$ cat config.mk
export PLATFORM = sky130hd
export DESIGN_NAME = serial_link_tx_config
export DESIGN_NICKNAME = d
export VERILOG_FILES = /design/src/link_cfg_pkg.sv /design/src/serial_link_tx_config.sv
export SDC_FILE = /design/constraint.sdc
export NUM_CORES = 2
export LEC_CHECK = 0
export ABC_CLOCK_PERIOD_IN_PS = 3400
export BUFFER_PORTS_ARGS = -buffer_cell sky130_fd_sc_hd__clkbuf_2
export CORE_MARGIN = 3
export CORE_UTILIZATION = 65
export CTS_CLUSTER_DIAMETER = 120
export DETAILED_ROUTE_END_ITERATION = 16
export GPL_TIMING_DRIVEN = 0
export PLACE_DENSITY = 0.87
export SLEW_MARGIN = 10
export SYNTH_ARGS = -nofsm -noshare
export SYNTH_HDL_FRONTEND = slang
export SYNTH_SLANG_ARGS = --single-unit
$ cat constraint.sdc
create_clock -name i_clk -period 3.4 [get_ports i_clk]
set_input_delay 0.68 -clock i_clk [delete_from_list [all_inputs] [get_ports i_clk]]
set_output_delay 0.68 -clock i_clk [all_outputs]
set_load 0.01 [all_outputs]
$ cat src/link_cfg_pkg.sv
package link_cfg_pkg;
  // Register map, 16-bit addresses
  localparam logic [15:0] LANE_RATE_OFS  = 16'h056e;
  localparam logic [15:0] PLL_STATUS_OFS = 16'h056f;
  localparam logic [15:0] QUICK_CFG_OFS  = 16'h0570;
  localparam logic [15:0] LINK_PWR_OFS   = 16'h0571;
  localparam int          PLL_LOCK_BIT   = 7;
  localparam int          PWR_DOWN_BIT   = 0;
  // Reset values
  localparam logic [7:0]  LANE_RATE_RST  = 8'h00;
  localparam logic [7:0]  QUICK_CFG_RST  = 8'h48;
  localparam logic        PWR_DOWN_RST   = 1'b0;
  // Latencies in sample clocks, one sample clock per i_clk
  localparam int          CONV_LAT       = 31;
  localparam int          FRM_LAT_HALF   = 23;
  localparam int          FRM_LAT_ONE    = 14;
  localparam int          FRM_LAT_TWO    = 7;
  localparam int          FRM_DLY_DEPTH  = FRM_LAT_HALF - 1;
  localparam int          SLOT_BITS      = 8;
  localparam int          FIFO_DEPTH     = 4;

  typedef enum logic [2:0] {
    RATIO_HALF = 3'b001,
    RATIO_ONE  = 3'b010,
    RATIO_TWO  = 3'b100
  } ratio_e;

  typedef struct packed {
    logic [SLOT_BITS-1:0] a;
    logic [SLOT_BITS-1:0] b;
    logic [SLOT_BITS-1:0] c;
    logic [SLOT_BITS-1:0] d;
  } sample_s;

  typedef struct packed {
    logic    v;
    sample_s s;
  } tagged_s;

  typedef struct packed {
    logic        v0;
    logic        v1;
    logic [15:0] d0;
    logic [15:0] d1;
  } lane_word_s;

  typedef struct packed {
    logic       valid;
    logic [1:0] lanes;
    logic [1:0] convs;
    logic [4:0] octets;
    ratio_e     ratio;
  } link_cfg_s;

  // Quick-configuration code to link shape; valid low for unsupported codes
  function automatic link_cfg_s quick_decode(input logic [7:0] code);
    link_cfg_s c;
    c = '{valid: 1'b1, lanes: 2'd2, convs: 2'd2, octets: 5'd2, ratio: RATIO_ONE};
    case (code)
      8'h00: c = '{1'b1, 2'd1, 2'd1, 5'd1, RATIO_ONE};
      8'h01: c = '{1'b1, 2'd1, 2'd1, 5'd2, RATIO_ONE};
      8'h40: c = '{1'b1, 2'd2, 2'd1, 5'd1, RATIO_HALF};
      8'h41: c = '{1'b1, 2'd2, 2'd1, 5'd2, RATIO_HALF};
      8'h42: c = '{1'b1, 2'd2, 2'd1, 5'd4, RATIO_HALF};
      8'h09: c = '{1'b1, 2'd1, 2'd2, 5'd2, RATIO_TWO};
      8'h48: c = '{1'b1, 2'd2, 2'd2, 5'd2, RATIO_ONE};
      8'h49: c = '{1'b1, 2'd2, 2'd2, 5'd2, RATIO_ONE};
      default: c.valid = 1'b0;
    endcase
    return c;
  endfunction

  // Framing-stage latency for a converters-per-lane ratio
  function automatic int frame_latency(input ratio_e r);
    case (r)
      RATIO_HALF: return FRM_LAT_HALF;
      RATIO_TWO:  return FRM_LAT_TWO;
      default:    return FRM_LAT_ONE;
    endcase
  endfunction
endpackage

$ cat src/serial_link_tx_config.sv
`timescale 1ns/1ps

// Show-ahead FIFO; depth must be a power of two so pointers wrap freely
module sample_fifo #(
  parameter int W     = 32,
  parameter int DEPTH = 4
) (
  input  wire logic         i_clk,
  input  wire logic         i_sys_rst,
  input  wire logic [W-1:0] i_in_data,
  input  wire logic         i_in_valid,
  output logic              o_in_ready,
  output logic [W-1:0]      o_out_data,
  output logic              o_out_valid,
  input  wire logic         i_out_ready
);
  localparam int AW = $clog2(DEPTH);
  logic [W-1:0]  mem [DEPTH];
  logic [AW-1:0] wp_reg, wp_next, rp_reg, rp_next;
  logic [AW:0]   cnt_reg, cnt_next;
  logic          push, pop, rdy_reg, rdy_next;

  // Ready is registered so that an upstream port fed by it comes from a flop
  assign o_in_ready  = rdy_reg;
  assign o_out_valid = (cnt_reg != '0);
  assign o_out_data  = mem[rp_reg];
  assign push        = i_in_valid && o_in_ready;
  assign pop         = o_out_valid && i_out_ready;

  // Pointer and occupancy update
  always_comb begin
    wp_next  = push ? wp_reg + 1'b1 : wp_reg;
    rp_next  = pop ? rp_reg + 1'b1 : rp_reg;
    cnt_next = cnt_reg + (AW+1)'(push) - (AW+1)'(pop);
    rdy_next = (cnt_next != (AW+1)'(DEPTH));
  end

  always_ff @(posedge i_clk) begin
    if (i_sys_rst) begin
      wp_reg  <= '0;
      rp_reg  <= '0;
      cnt_reg <= '0;
      rdy_reg <= 1'b1;
    end else begin
      wp_reg  <= wp_next;
      rp_reg  <= rp_next;
      cnt_reg <= cnt_next;
      rdy_reg <= rdy_next;
    end
  end

  // Storage needs no reset, occupancy guards it
  always_ff @(posedge i_clk) begin
    if (push) begin
      mem[wp_reg] <= i_in_data;
    end
  end
endmodule

module serial_link_tx_config
  import link_cfg_pkg::*;
(
  input  wire logic        i_clk,
  input  wire logic        i_sys_rst,
  input  wire logic        i_reg_wr,
  input  wire logic        i_reg_rd,
  input  wire logic [15:0] i_reg_addr,
  input  wire logic [7:0]  i_reg_wdata,
  output logic [7:0]       o_reg_rdata,
  input  wire logic        i_pll_lock,
  input  wire sample_s     i_smp,
  input  wire logic        i_smp_valid,
  output logic             o_smp_ready,
  output logic [15:0]      o_lane_pair_one_lane0,
  output logic [15:0]      o_lane_pair_one_lane1,
  output logic [15:0]      o_lane_pair_two_lane0,
  output logic [15:0]      o_lane_pair_two_lane1,
  output logic [3:0]       o_lane_valid
);
  logic [7:0] lane_rate_reg, lane_rate_next, quick_reg, quick_next, rdata_reg, rdata_next;
  logic       pd_reg, pd_next, lock_s1, lock_s2, apply, pop, fifo_v, fifo_rdy;
  link_cfg_s  act_reg, act_next, wr_code;
  sample_s    fifo_d;
  tagged_s    cdl_reg [CONV_LAT];
  tagged_s    cdl_next [CONV_LAT];
  lane_word_s out_reg [2];

  // Samples wait here while the link is down; a full FIFO stalls the source
  sample_fifo #(.W($bits(sample_s)), .DEPTH(FIFO_DEPTH)) u_fifo (
    .i_clk       (i_clk),
    .i_sys_rst   (i_sys_rst),
    .i_in_data   (i_smp),
    .i_in_valid  (i_smp_valid),
    .o_in_ready  (fifo_rdy),
    .o_out_data  (fifo_d),
    .o_out_valid (fifo_v),
    .i_out_ready (!pd_reg)
  );
  assign pop = fifo_v && !pd_reg;
  assign wr_code = quick_decode(i_reg_wdata);

  // Register writes; illegal quick codes are dropped
  always_comb begin
    lane_rate_next = lane_rate_reg;
    quick_next     = quick_reg;
    pd_next        = pd_reg;
    if (i_reg_wr) begin
      if (i_reg_addr == LANE_RATE_OFS) begin
        lane_rate_next = i_reg_wdata;
      end else if (i_reg_addr == QUICK_CFG_OFS && wr_code.valid) begin
        quick_next = i_reg_wdata;
      end else if (i_reg_addr == LINK_PWR_OFS) begin
        pd_next = i_reg_wdata[PWR_DOWN_BIT];
      end
    end
    apply    = pd_reg && !pd_next;
    act_next = apply ? quick_decode(quick_next) : act_reg;
  end

  // Read mux, registered so the data port comes from a flop
  always_comb begin
    rdata_next = rdata_reg;
    if (i_reg_rd) begin
      if (i_reg_addr == LANE_RATE_OFS) begin
        rdata_next = lane_rate_reg;
      end else if (i_reg_addr == PLL_STATUS_OFS) begin
        rdata_next = 8'h00;
        rdata_next[PLL_LOCK_BIT] = lock_s2;
      end else if (i_reg_addr == QUICK_CFG_OFS) begin
        rdata_next = quick_reg;
      end else if (i_reg_addr == LINK_PWR_OFS) begin
        rdata_next = {7'h00, pd_reg};
      end else begin
        rdata_next = 8'h00;
      end
    end
  end

  always_ff @(posedge i_clk) begin
    if (i_sys_rst) begin
      lane_rate_reg <= LANE_RATE_RST;
      quick_reg     <= QUICK_CFG_RST;
      pd_reg        <= PWR_DOWN_RST;
      act_reg       <= quick_decode(QUICK_CFG_RST);
      rdata_reg     <= 8'h00;
      lock_s1       <= 1'b0;
      lock_s2       <= 1'b0;
    end else begin
      lane_rate_reg <= lane_rate_next;
      quick_reg     <= quick_next;
      pd_reg        <= pd_next;
      act_reg       <= act_next;
      rdata_reg     <= rdata_next;
      lock_s1       <= i_pll_lock;
      lock_s2       <= lock_s1;
    end
  end

  always_comb begin
    cdl_next[0] = '{v: pop, s: fifo_d};
    for (int k = 1; k < CONV_LAT; k++) begin
      cdl_next[k] = cdl_reg[k-1];
    end
  end

  always_ff @(posedge i_clk) begin
    if (i_sys_rst) begin
      for (int k = 0; k < CONV_LAT; k++) cdl_reg[k] <= '0;
    end else begin
      for (int k = 0; k < CONV_LAT; k++) cdl_reg[k] <= cdl_next[k];
    end
  end

  for (genvar g = 0; g < 2; g++) begin : g_link
    logic [7:0]  vc0, vc1, h0_reg, h0_next, h1_reg, h1_next;
    logic [1:0]  ph_reg, ph_next;
    lane_word_s  wn, out_next;
    lane_word_s  fdl_reg [FRM_DLY_DEPTH];
    lane_word_s  fdl_next [FRM_DLY_DEPTH];
    assign vc0 = (g == 0) ? cdl_reg[CONV_LAT-1].s.a : cdl_reg[CONV_LAT-1].s.c;
    assign vc1 = (g == 0) ? cdl_reg[CONV_LAT-1].s.b : cdl_reg[CONV_LAT-1].s.d;

    // octets per lane per sample set by M over L; earliest octet in upper byte
    always_comb begin
      ph_next = ph_reg;
      h0_next = h0_reg;
      h1_next = h1_reg;
      wn      = '0;
      if (apply) begin
        ph_next = 2'd0;
      end else if (cdl_reg[CONV_LAT-1].v) begin
        case (act_reg.ratio)
          RATIO_TWO: begin
            wn.v0 = 1'b1;
            wn.d0 = {vc0, vc1};
          end
          RATIO_ONE: begin
            ph_next = {1'b0, ~ph_reg[0]};
            if (!ph_reg[0]) begin
              h0_next = vc0;
              h1_next = vc1;
            end else begin
              wn.v0 = 1'b1;
              wn.d0 = {h0_reg, vc0};
              wn.v1 = (act_reg.convs == 2'd2);
              wn.d1 = {h1_reg, vc1};
            end
          end
          default: begin
            ph_next = ph_reg + 2'd1;
            if (!ph_reg[0]) begin
              h0_next = vc0;
            end
            wn.v0 = (ph_reg == 2'd1);
            wn.v1 = (ph_reg == 2'd3);
            wn.d0 = {h0_reg, vc0};
            wn.d1 = {h0_reg, vc0};
          end
        endcase
      end
    end

    always_comb begin
      fdl_next[0] = wn;
      for (int k = 1; k < FRM_DLY_DEPTH; k++) begin
        fdl_next[k] = fdl_reg[k-1];
      end
      out_next = pd_reg ? '0 : fdl_reg[frame_latency(act_reg.ratio) - 2];
    end

    always_ff @(posedge i_clk) begin
      if (i_sys_rst) begin
        ph_reg     <= 2'd0;
        h0_reg     <= 8'h00;
        h1_reg     <= 8'h00;
        out_reg[g] <= '0;
        for (int k = 0; k < FRM_DLY_DEPTH; k++) fdl_reg[k] <= '0;
      end else begin
        ph_reg     <= ph_next;
        h0_reg     <= h0_next;
        h1_reg     <= h1_next;
        out_reg[g] <= out_next;
        for (int k = 0; k < FRM_DLY_DEPTH; k++) fdl_reg[k] <= fdl_next[k];
      end
    end
  end

  // slots pass through 8 bits wide, untouched
  assign o_lane_pair_one_lane0 = out_reg[0].d0;
  assign o_lane_pair_one_lane1 = out_reg[0].d1;
  assign o_lane_pair_two_lane0 = out_reg[1].d0;
  assign o_lane_pair_two_lane1 = out_reg[1].d1;
  assign o_lane_valid          = {out_reg[1].v1, out_reg[1].v0, out_reg[0].v1, out_reg[0].v0};
  assign o_reg_rdata           = rdata_reg;
  assign o_smp_ready           = fifo_rdy;

  a_down_quiet: assert property (@(posedge i_clk) disable iff (i_sys_rst)
    pd_reg |=> (o_lane_valid == 4'h0)) else $error("lanes active while powered down");
  a_cfg_apply: assert property (@(posedge i_clk) disable iff (i_sys_rst)
    $changed(act_reg) |-> ($past(pd_reg) && !pd_reg)) else $error("config changed outside power-up");
  a_bad_code: assert property (@(posedge i_clk) disable iff (i_sys_rst)
    (i_reg_wr && i_reg_addr == QUICK_CFG_OFS && !wr_code.valid) |=> $stable(quick_reg))
    else $error("illegal quick code stored");
  a_code_48: assert property (@(posedge i_clk) disable iff (i_sys_rst)
    (quick_reg == 8'h48 && $past(pd_reg) && !pd_reg) |-> (act_reg.lanes == 2'd2 && act_reg.convs == 2'd2
    && act_reg.octets == 5'd2)) else $error("code 48 shape wrong");
  a_conv_delay: assert property (@(posedge i_clk) disable iff (i_sys_rst)
    pop |-> ##31 (cdl_reg[CONV_LAT-1].v && cdl_reg[CONV_LAT-1].s == $past(fifo_d, 31)))
    else $error("converter delay not 31");
  a_ratio_two: assert property (@(posedge i_clk) disable iff (i_sys_rst || pd_reg)
    (pop && act_reg.ratio == RATIO_TWO) |-> ##38 (o_lane_valid[0]
    && o_lane_pair_one_lane0 == {$past(fifo_d.a, 38), $past(fifo_d.b, 38)})) else $error("ratio 2 latency or map");
  a_ratio_half: assert property (@(posedge i_clk) disable iff (i_sys_rst || pd_reg)
    (pop && act_reg.ratio == RATIO_HALF) ##31 (g_link[1].ph_reg == 2'd3) |-> ##23 (o_lane_valid[3]
    && o_lane_pair_two_lane1[7:0] == $past(fifo_d.c, 54))) else $error("ratio 0.5 latency or map");
  a_pll_read: assert property (@(posedge i_clk) disable iff (i_sys_rst)
    (i_reg_rd && i_reg_addr == PLL_STATUS_OFS) |=> (o_reg_rdata[7] == $past(lock_s2) && o_reg_rdata[6:0] == 7'h00))
    else $error("pll lock readback wrong");
endmodule

==> impl_results.rst <==
.. list-table::
   :header-rows: 1

   * - Metric
     - Value
   * - Initial Utilization
     - 0.660
   * - Data required time of the critical path
     - approximately 4 ns
   * - Number of gates resized after CTS
     - 0
   * - Layout-stage area growth over the synthesis result
     - 13.6%
   * - First-pass DRT Iterations
     - 7
   * - DRC violations left
     - 0
   * - First-pass GRT wire length
     - 229,000 um
   * - Number of enable-type register cells in the synthesized netlist
     - 128
   * - Met3 capacity usage during global routing
     - 0.0420
   * - Hold-fix buffers at CTS
     - 4
   * - Vias per cell
     - just under 5
   * - Max capacitance violation total
     - 0
   * - Max FO, Critical Path
     - 10
   * - Met2 track utilization from global routing
     - 0.441
   * - Yosys warning count
     - 0
   * - DRT iter0 DRCs
     - between 2,000 and 2,500
   * - Most common library cell in the layout ignoring fill and taps
     - sky130_fd_sc_hd__dfxtp_1
   * - Number of endpoints with negative hold slack in the final report
     - 0
   * - CTS tree
     - done
   * - Share of post-route cells with drive strength above 1
     - 0.0874
   * - Pin count of the biggest net entering global routing
     - 33
   * - Setup repair bufs after CTS
     - 0
   * - Relative contribution of the clock network to total power
     - 0.432
   * - P_sw
     - roughly 13 mW
   * - TritonCTS Buffers
     - between 200 and 250
   * - Placed cell count
     - 7,950
   * - Die area
     - roughly 0.12 mm2
   * - Vias in the first global route
     - between 40,000 and 50,000
   * - Peak supply drop
     - roughly 0.54 mV
   * - Power density over the cells
     - between 600 and 700 mW/mm2
   * - Setup Slack @ Placement
     - -0.500 ns
   * - Master cell of the clock root buffer
     - sky130_fd_sc_hd__clkbuf_16
   * - Setup violation total in the final timing report
     - 0
   * - Count of nets left with antenna violations after detail routing
     - 0
   * - Net Sw Frac
     - 0.208
   * - Final std cells w/o fill
     - 8,382
   * - Worst-case hold slack
     - 0.0580 ns
   * - TNS Setup
     - 0 ns
   * - Sequential power share
     - 0.539
   * - DR WL/cell
     - about 17 um
   * - Mapped Area
     - approximately 0.078 mm2
   * - CP dominant cell by count
     - sky130_fd_sc_hd__clkbuf_1
   * - Power Internal
     - approximately 50 mW
   * - Core Area
     - around 0.12 mm2
   * - Clock transition at the registers of the reported paths
     - ~0.06 ns
   * - Global router's overall resource usage
     - 0.234
   * - Unrepaired setup endpoints after global routing
     - false
   * - Layer with the highest usage after global routing
     - met2
   * - H-tree Lvls
     - 4
   * - Final worst-path cycle share
     - 0.934
   * - Final Power
     - slightly above 60 mW
   * - Relative max-transition margin
     - 0.291
   * - Master of the slowest instance on the critical path
     - sky130_fd_sc_hd__clkbuf_1
   * - Boundary pin count
     - approximately 140
   * - NumNets Final
     - between 6,000 and 7,000
   * - Leakage
     - approximately 35 nW
   * - Final HPWL from detailed placement
     - between 80,000 and 90,000 um
   * - Type of element launching the critical path
     - input pin
   * - FMAX
     - 0.315 GHz
   * - Final Slew Violations
     - 0
   * - Comb pwr share
     - 0.029
   * - Skew final
     - between 0.06 and 0.07 ns
   * - Antenna violations before repair
     - 3
   * - Share of the yosys chip area belonging to registers
     - 0.729
   * - Largest cells by area after synthesis
     - sky130_fd_sc_hd__dfxtp_1, sky130_fd_sc_hd__nor2b_1, sky130_fd_sc_hd__edfxtp_1
   * - Grt total ovfl
     - 0
   * - Library cells used by synthesis
     - between 40 and 50
   * - Mapped Cells
     - approximately 6,200
   * - Leading area contributor after synthesis
     - sky130_fd_sc_hd__dfxtp_1
   * - Leading cell types in the layout, fill and taps excluded
     - sky130_fd_sc_hd__dfxtp_1, sky130_fd_sc_hd__nor2b_1, sky130_fd_sc_hd__clkbuf_1
   * - Final period demand of the worst path
     - between 3 and 4 ns
   * - Status
     - complete, no violations
   * - Via count
     - a little over 40,000
   * - GP Congestion
     - about 0.88
   * - Total number of placement rows
     - ~130
   * - Post-Place Cell Area
     - a little over 0.08 mm2
   * - Critical path start-end classification
     - input pin to register
   * - Number of synthesized register bits
     - around 2,800
   * - Worst stage delay on the critical path
     - 0.80 ns
   * - Endpoint type of the worst setup path
     - register
   * - Top_reg_cell synth
     - sky130_fd_sc_hd__dfxtp_1
   * - Syn Area/Cell
     - approximately 13 um2
   * - Arrival time of data at the critical path endpoint
     - between 3 and 4 ns
   * - Transition at the pin with the smallest max-transition slack
     - ~1.1 ns
   * - Fill count
     - around 6,500
   * - Number of flip-flops under the largest register name
     - around 1,500
   * - DIE WIDTH
     - 353 um
   * - Cell area after layout
     - between 0.08 and 0.09 mm2
   * - Clock tree buffer depth
     - 3
   * - Synth Net Count
     - between 6,000 and 7,000
   * - Total of buffers placed on input and output ports
     - 136
   * - Clock latency on the worst-skew pair
     - 0.84 ns
   * - Min-Delay Path Class
     - input pin to register
   * - Sinks on Clock Net
     - around 2,800
   * - GR Util met1
     - 0.260
   * - Total wire length
     - about 150,000 um
   * - Post-synth ARST share
     - 0
   * - Final setup margin
     - ~0.22 ns
   * - Core Util, Final
     - 0.750
   * - Number of diodes added for antenna fixing
     - 0
   * - Critical path, cell by cell
     - clkbuf_2 -> clkbuf_1 -> clkbuf_1 -> clkbuf_1 -> clkbuf_1 -> nor2b_1
   * - Area share of the largest cell type after synthesis
     - 0.680
   * - Vertical die dimension
     - 353 um
-- worst paths after layout --
kind	depth (start not counted)	slack, ns	start	to
max reg2reg	5	0.27	pd_reg	out_reg[0][26]
max	6	0.22	i_sys_rst	cdl_reg[1][3]
min reg2reg	1	0.39	cdl_reg[1][168]	cdl_reg[1][201]
min	1	0.06	i_smp[15]	u_fifo.mem[0][15]
-- critical path: cells and delay by family --
family / cells / cell delay [ns]
and+or+nand+nor: 1 / 0.12
buffers and inverters: 5 / 3.01
-- power by group through the flow --
stage               Clock [mW]  Sequential [mW]  Combinational [mW]
floorplan                    0             34.2                1.22
global placement             0             34.2                1.62
detailed placement           0             34.2                1.72
CTS                       27.1             33.5                1.82
global route              28.4             33.5                1.96
finish                    26.8             33.5                1.80
-- routing by layer --
layer	wire, um	share of wire
met1	56600	0.39
met2	78200	0.53
met3	6820	0.047
met4	4690	0.032
met5	0	0
-- synth_stat cells (2+ instances only) --
library cell / count
sky130_fd_sc_hd__nand3b_1: 2
sky130_fd_sc_hd__mux2i_1: 113
sky130_fd_sc_hd__dfxtp_1: 2665
sky130_fd_sc_hd__xor2_1: 4
sky130_fd_sc_hd__edfxtp_1: 128
sky130_fd_sc_hd__ha_1: 10
sky130_fd_sc_hd__a211oi_1: 80
sky130_fd_sc_hd__nor2b_1: 2423
sky130_fd_sc_hd__nand2b_1: 5
sky130_fd_sc_hd__xnor2_1: 3
sky130_fd_sc_hd__nor2_1: 206
sky130_fd_sc_hd__inv_1: 10
sky130_fd_sc_hd__o21ai_0: 6
sky130_fd_sc_hd__and2_1: 39
sky130_fd_sc_hd__nor3_1: 8
sky130_fd_sc_hd__nand3_1: 4
sky130_fd_sc_hd__nand4b_1: 2
sky130_fd_sc_hd__a21oi_1: 6
sky130_fd_sc_hd__a22oi_1: 72
sky130_fd_sc_hd__clkbuf_1: 315
sky130_fd_sc_hd__and3_1: 5
sky130_fd_sc_hd__buf_2: 21
sky130_fd_sc_hd__nor4_1: 3
sky130_fd_sc_hd__mux4_2: 32
sky130_fd_sc_hd__nor3b_2: 2
sky130_fd_sc_hd__nand2_1: 13
sky130_fd_sc_hd__nand4_2: 2
sky130_fd_sc_hd__o21ai_2: 4
sky130_fd_sc_hd__buf_1: 8
sky130_fd_sc_hd__o211ai_1: 2
sky130_fd_sc_hd__or2_2: 3
-- area by class of cell --
class | instances | area [um2] | area share
plain buffers | 344 | 1320 | 0.0148
clock buffers | 344 | 6890 | 0.0773
clock inverters | 84 | 1010 | 0.0113
inverters | 10 | 37.5 | 0.000421
multi-input cells | 3063 | 19900 | 0.224
flip-flops and latches | 2793 | 57200 | 0.641
well taps | 1600 | 2000 | 0.0224
repair buffers | 144 | 801 | 0.00898
-- cell families after synthesis --
kind of cell,synth area share
flops,0.729
simple gates,0.211
buf+inv,0.0173
compound gates,0.0168
mux,0.0236
fa+ha+maj,0.00185
xor+xnor,0.000781
Note: power is estimated with default switching activity, not from simulation.
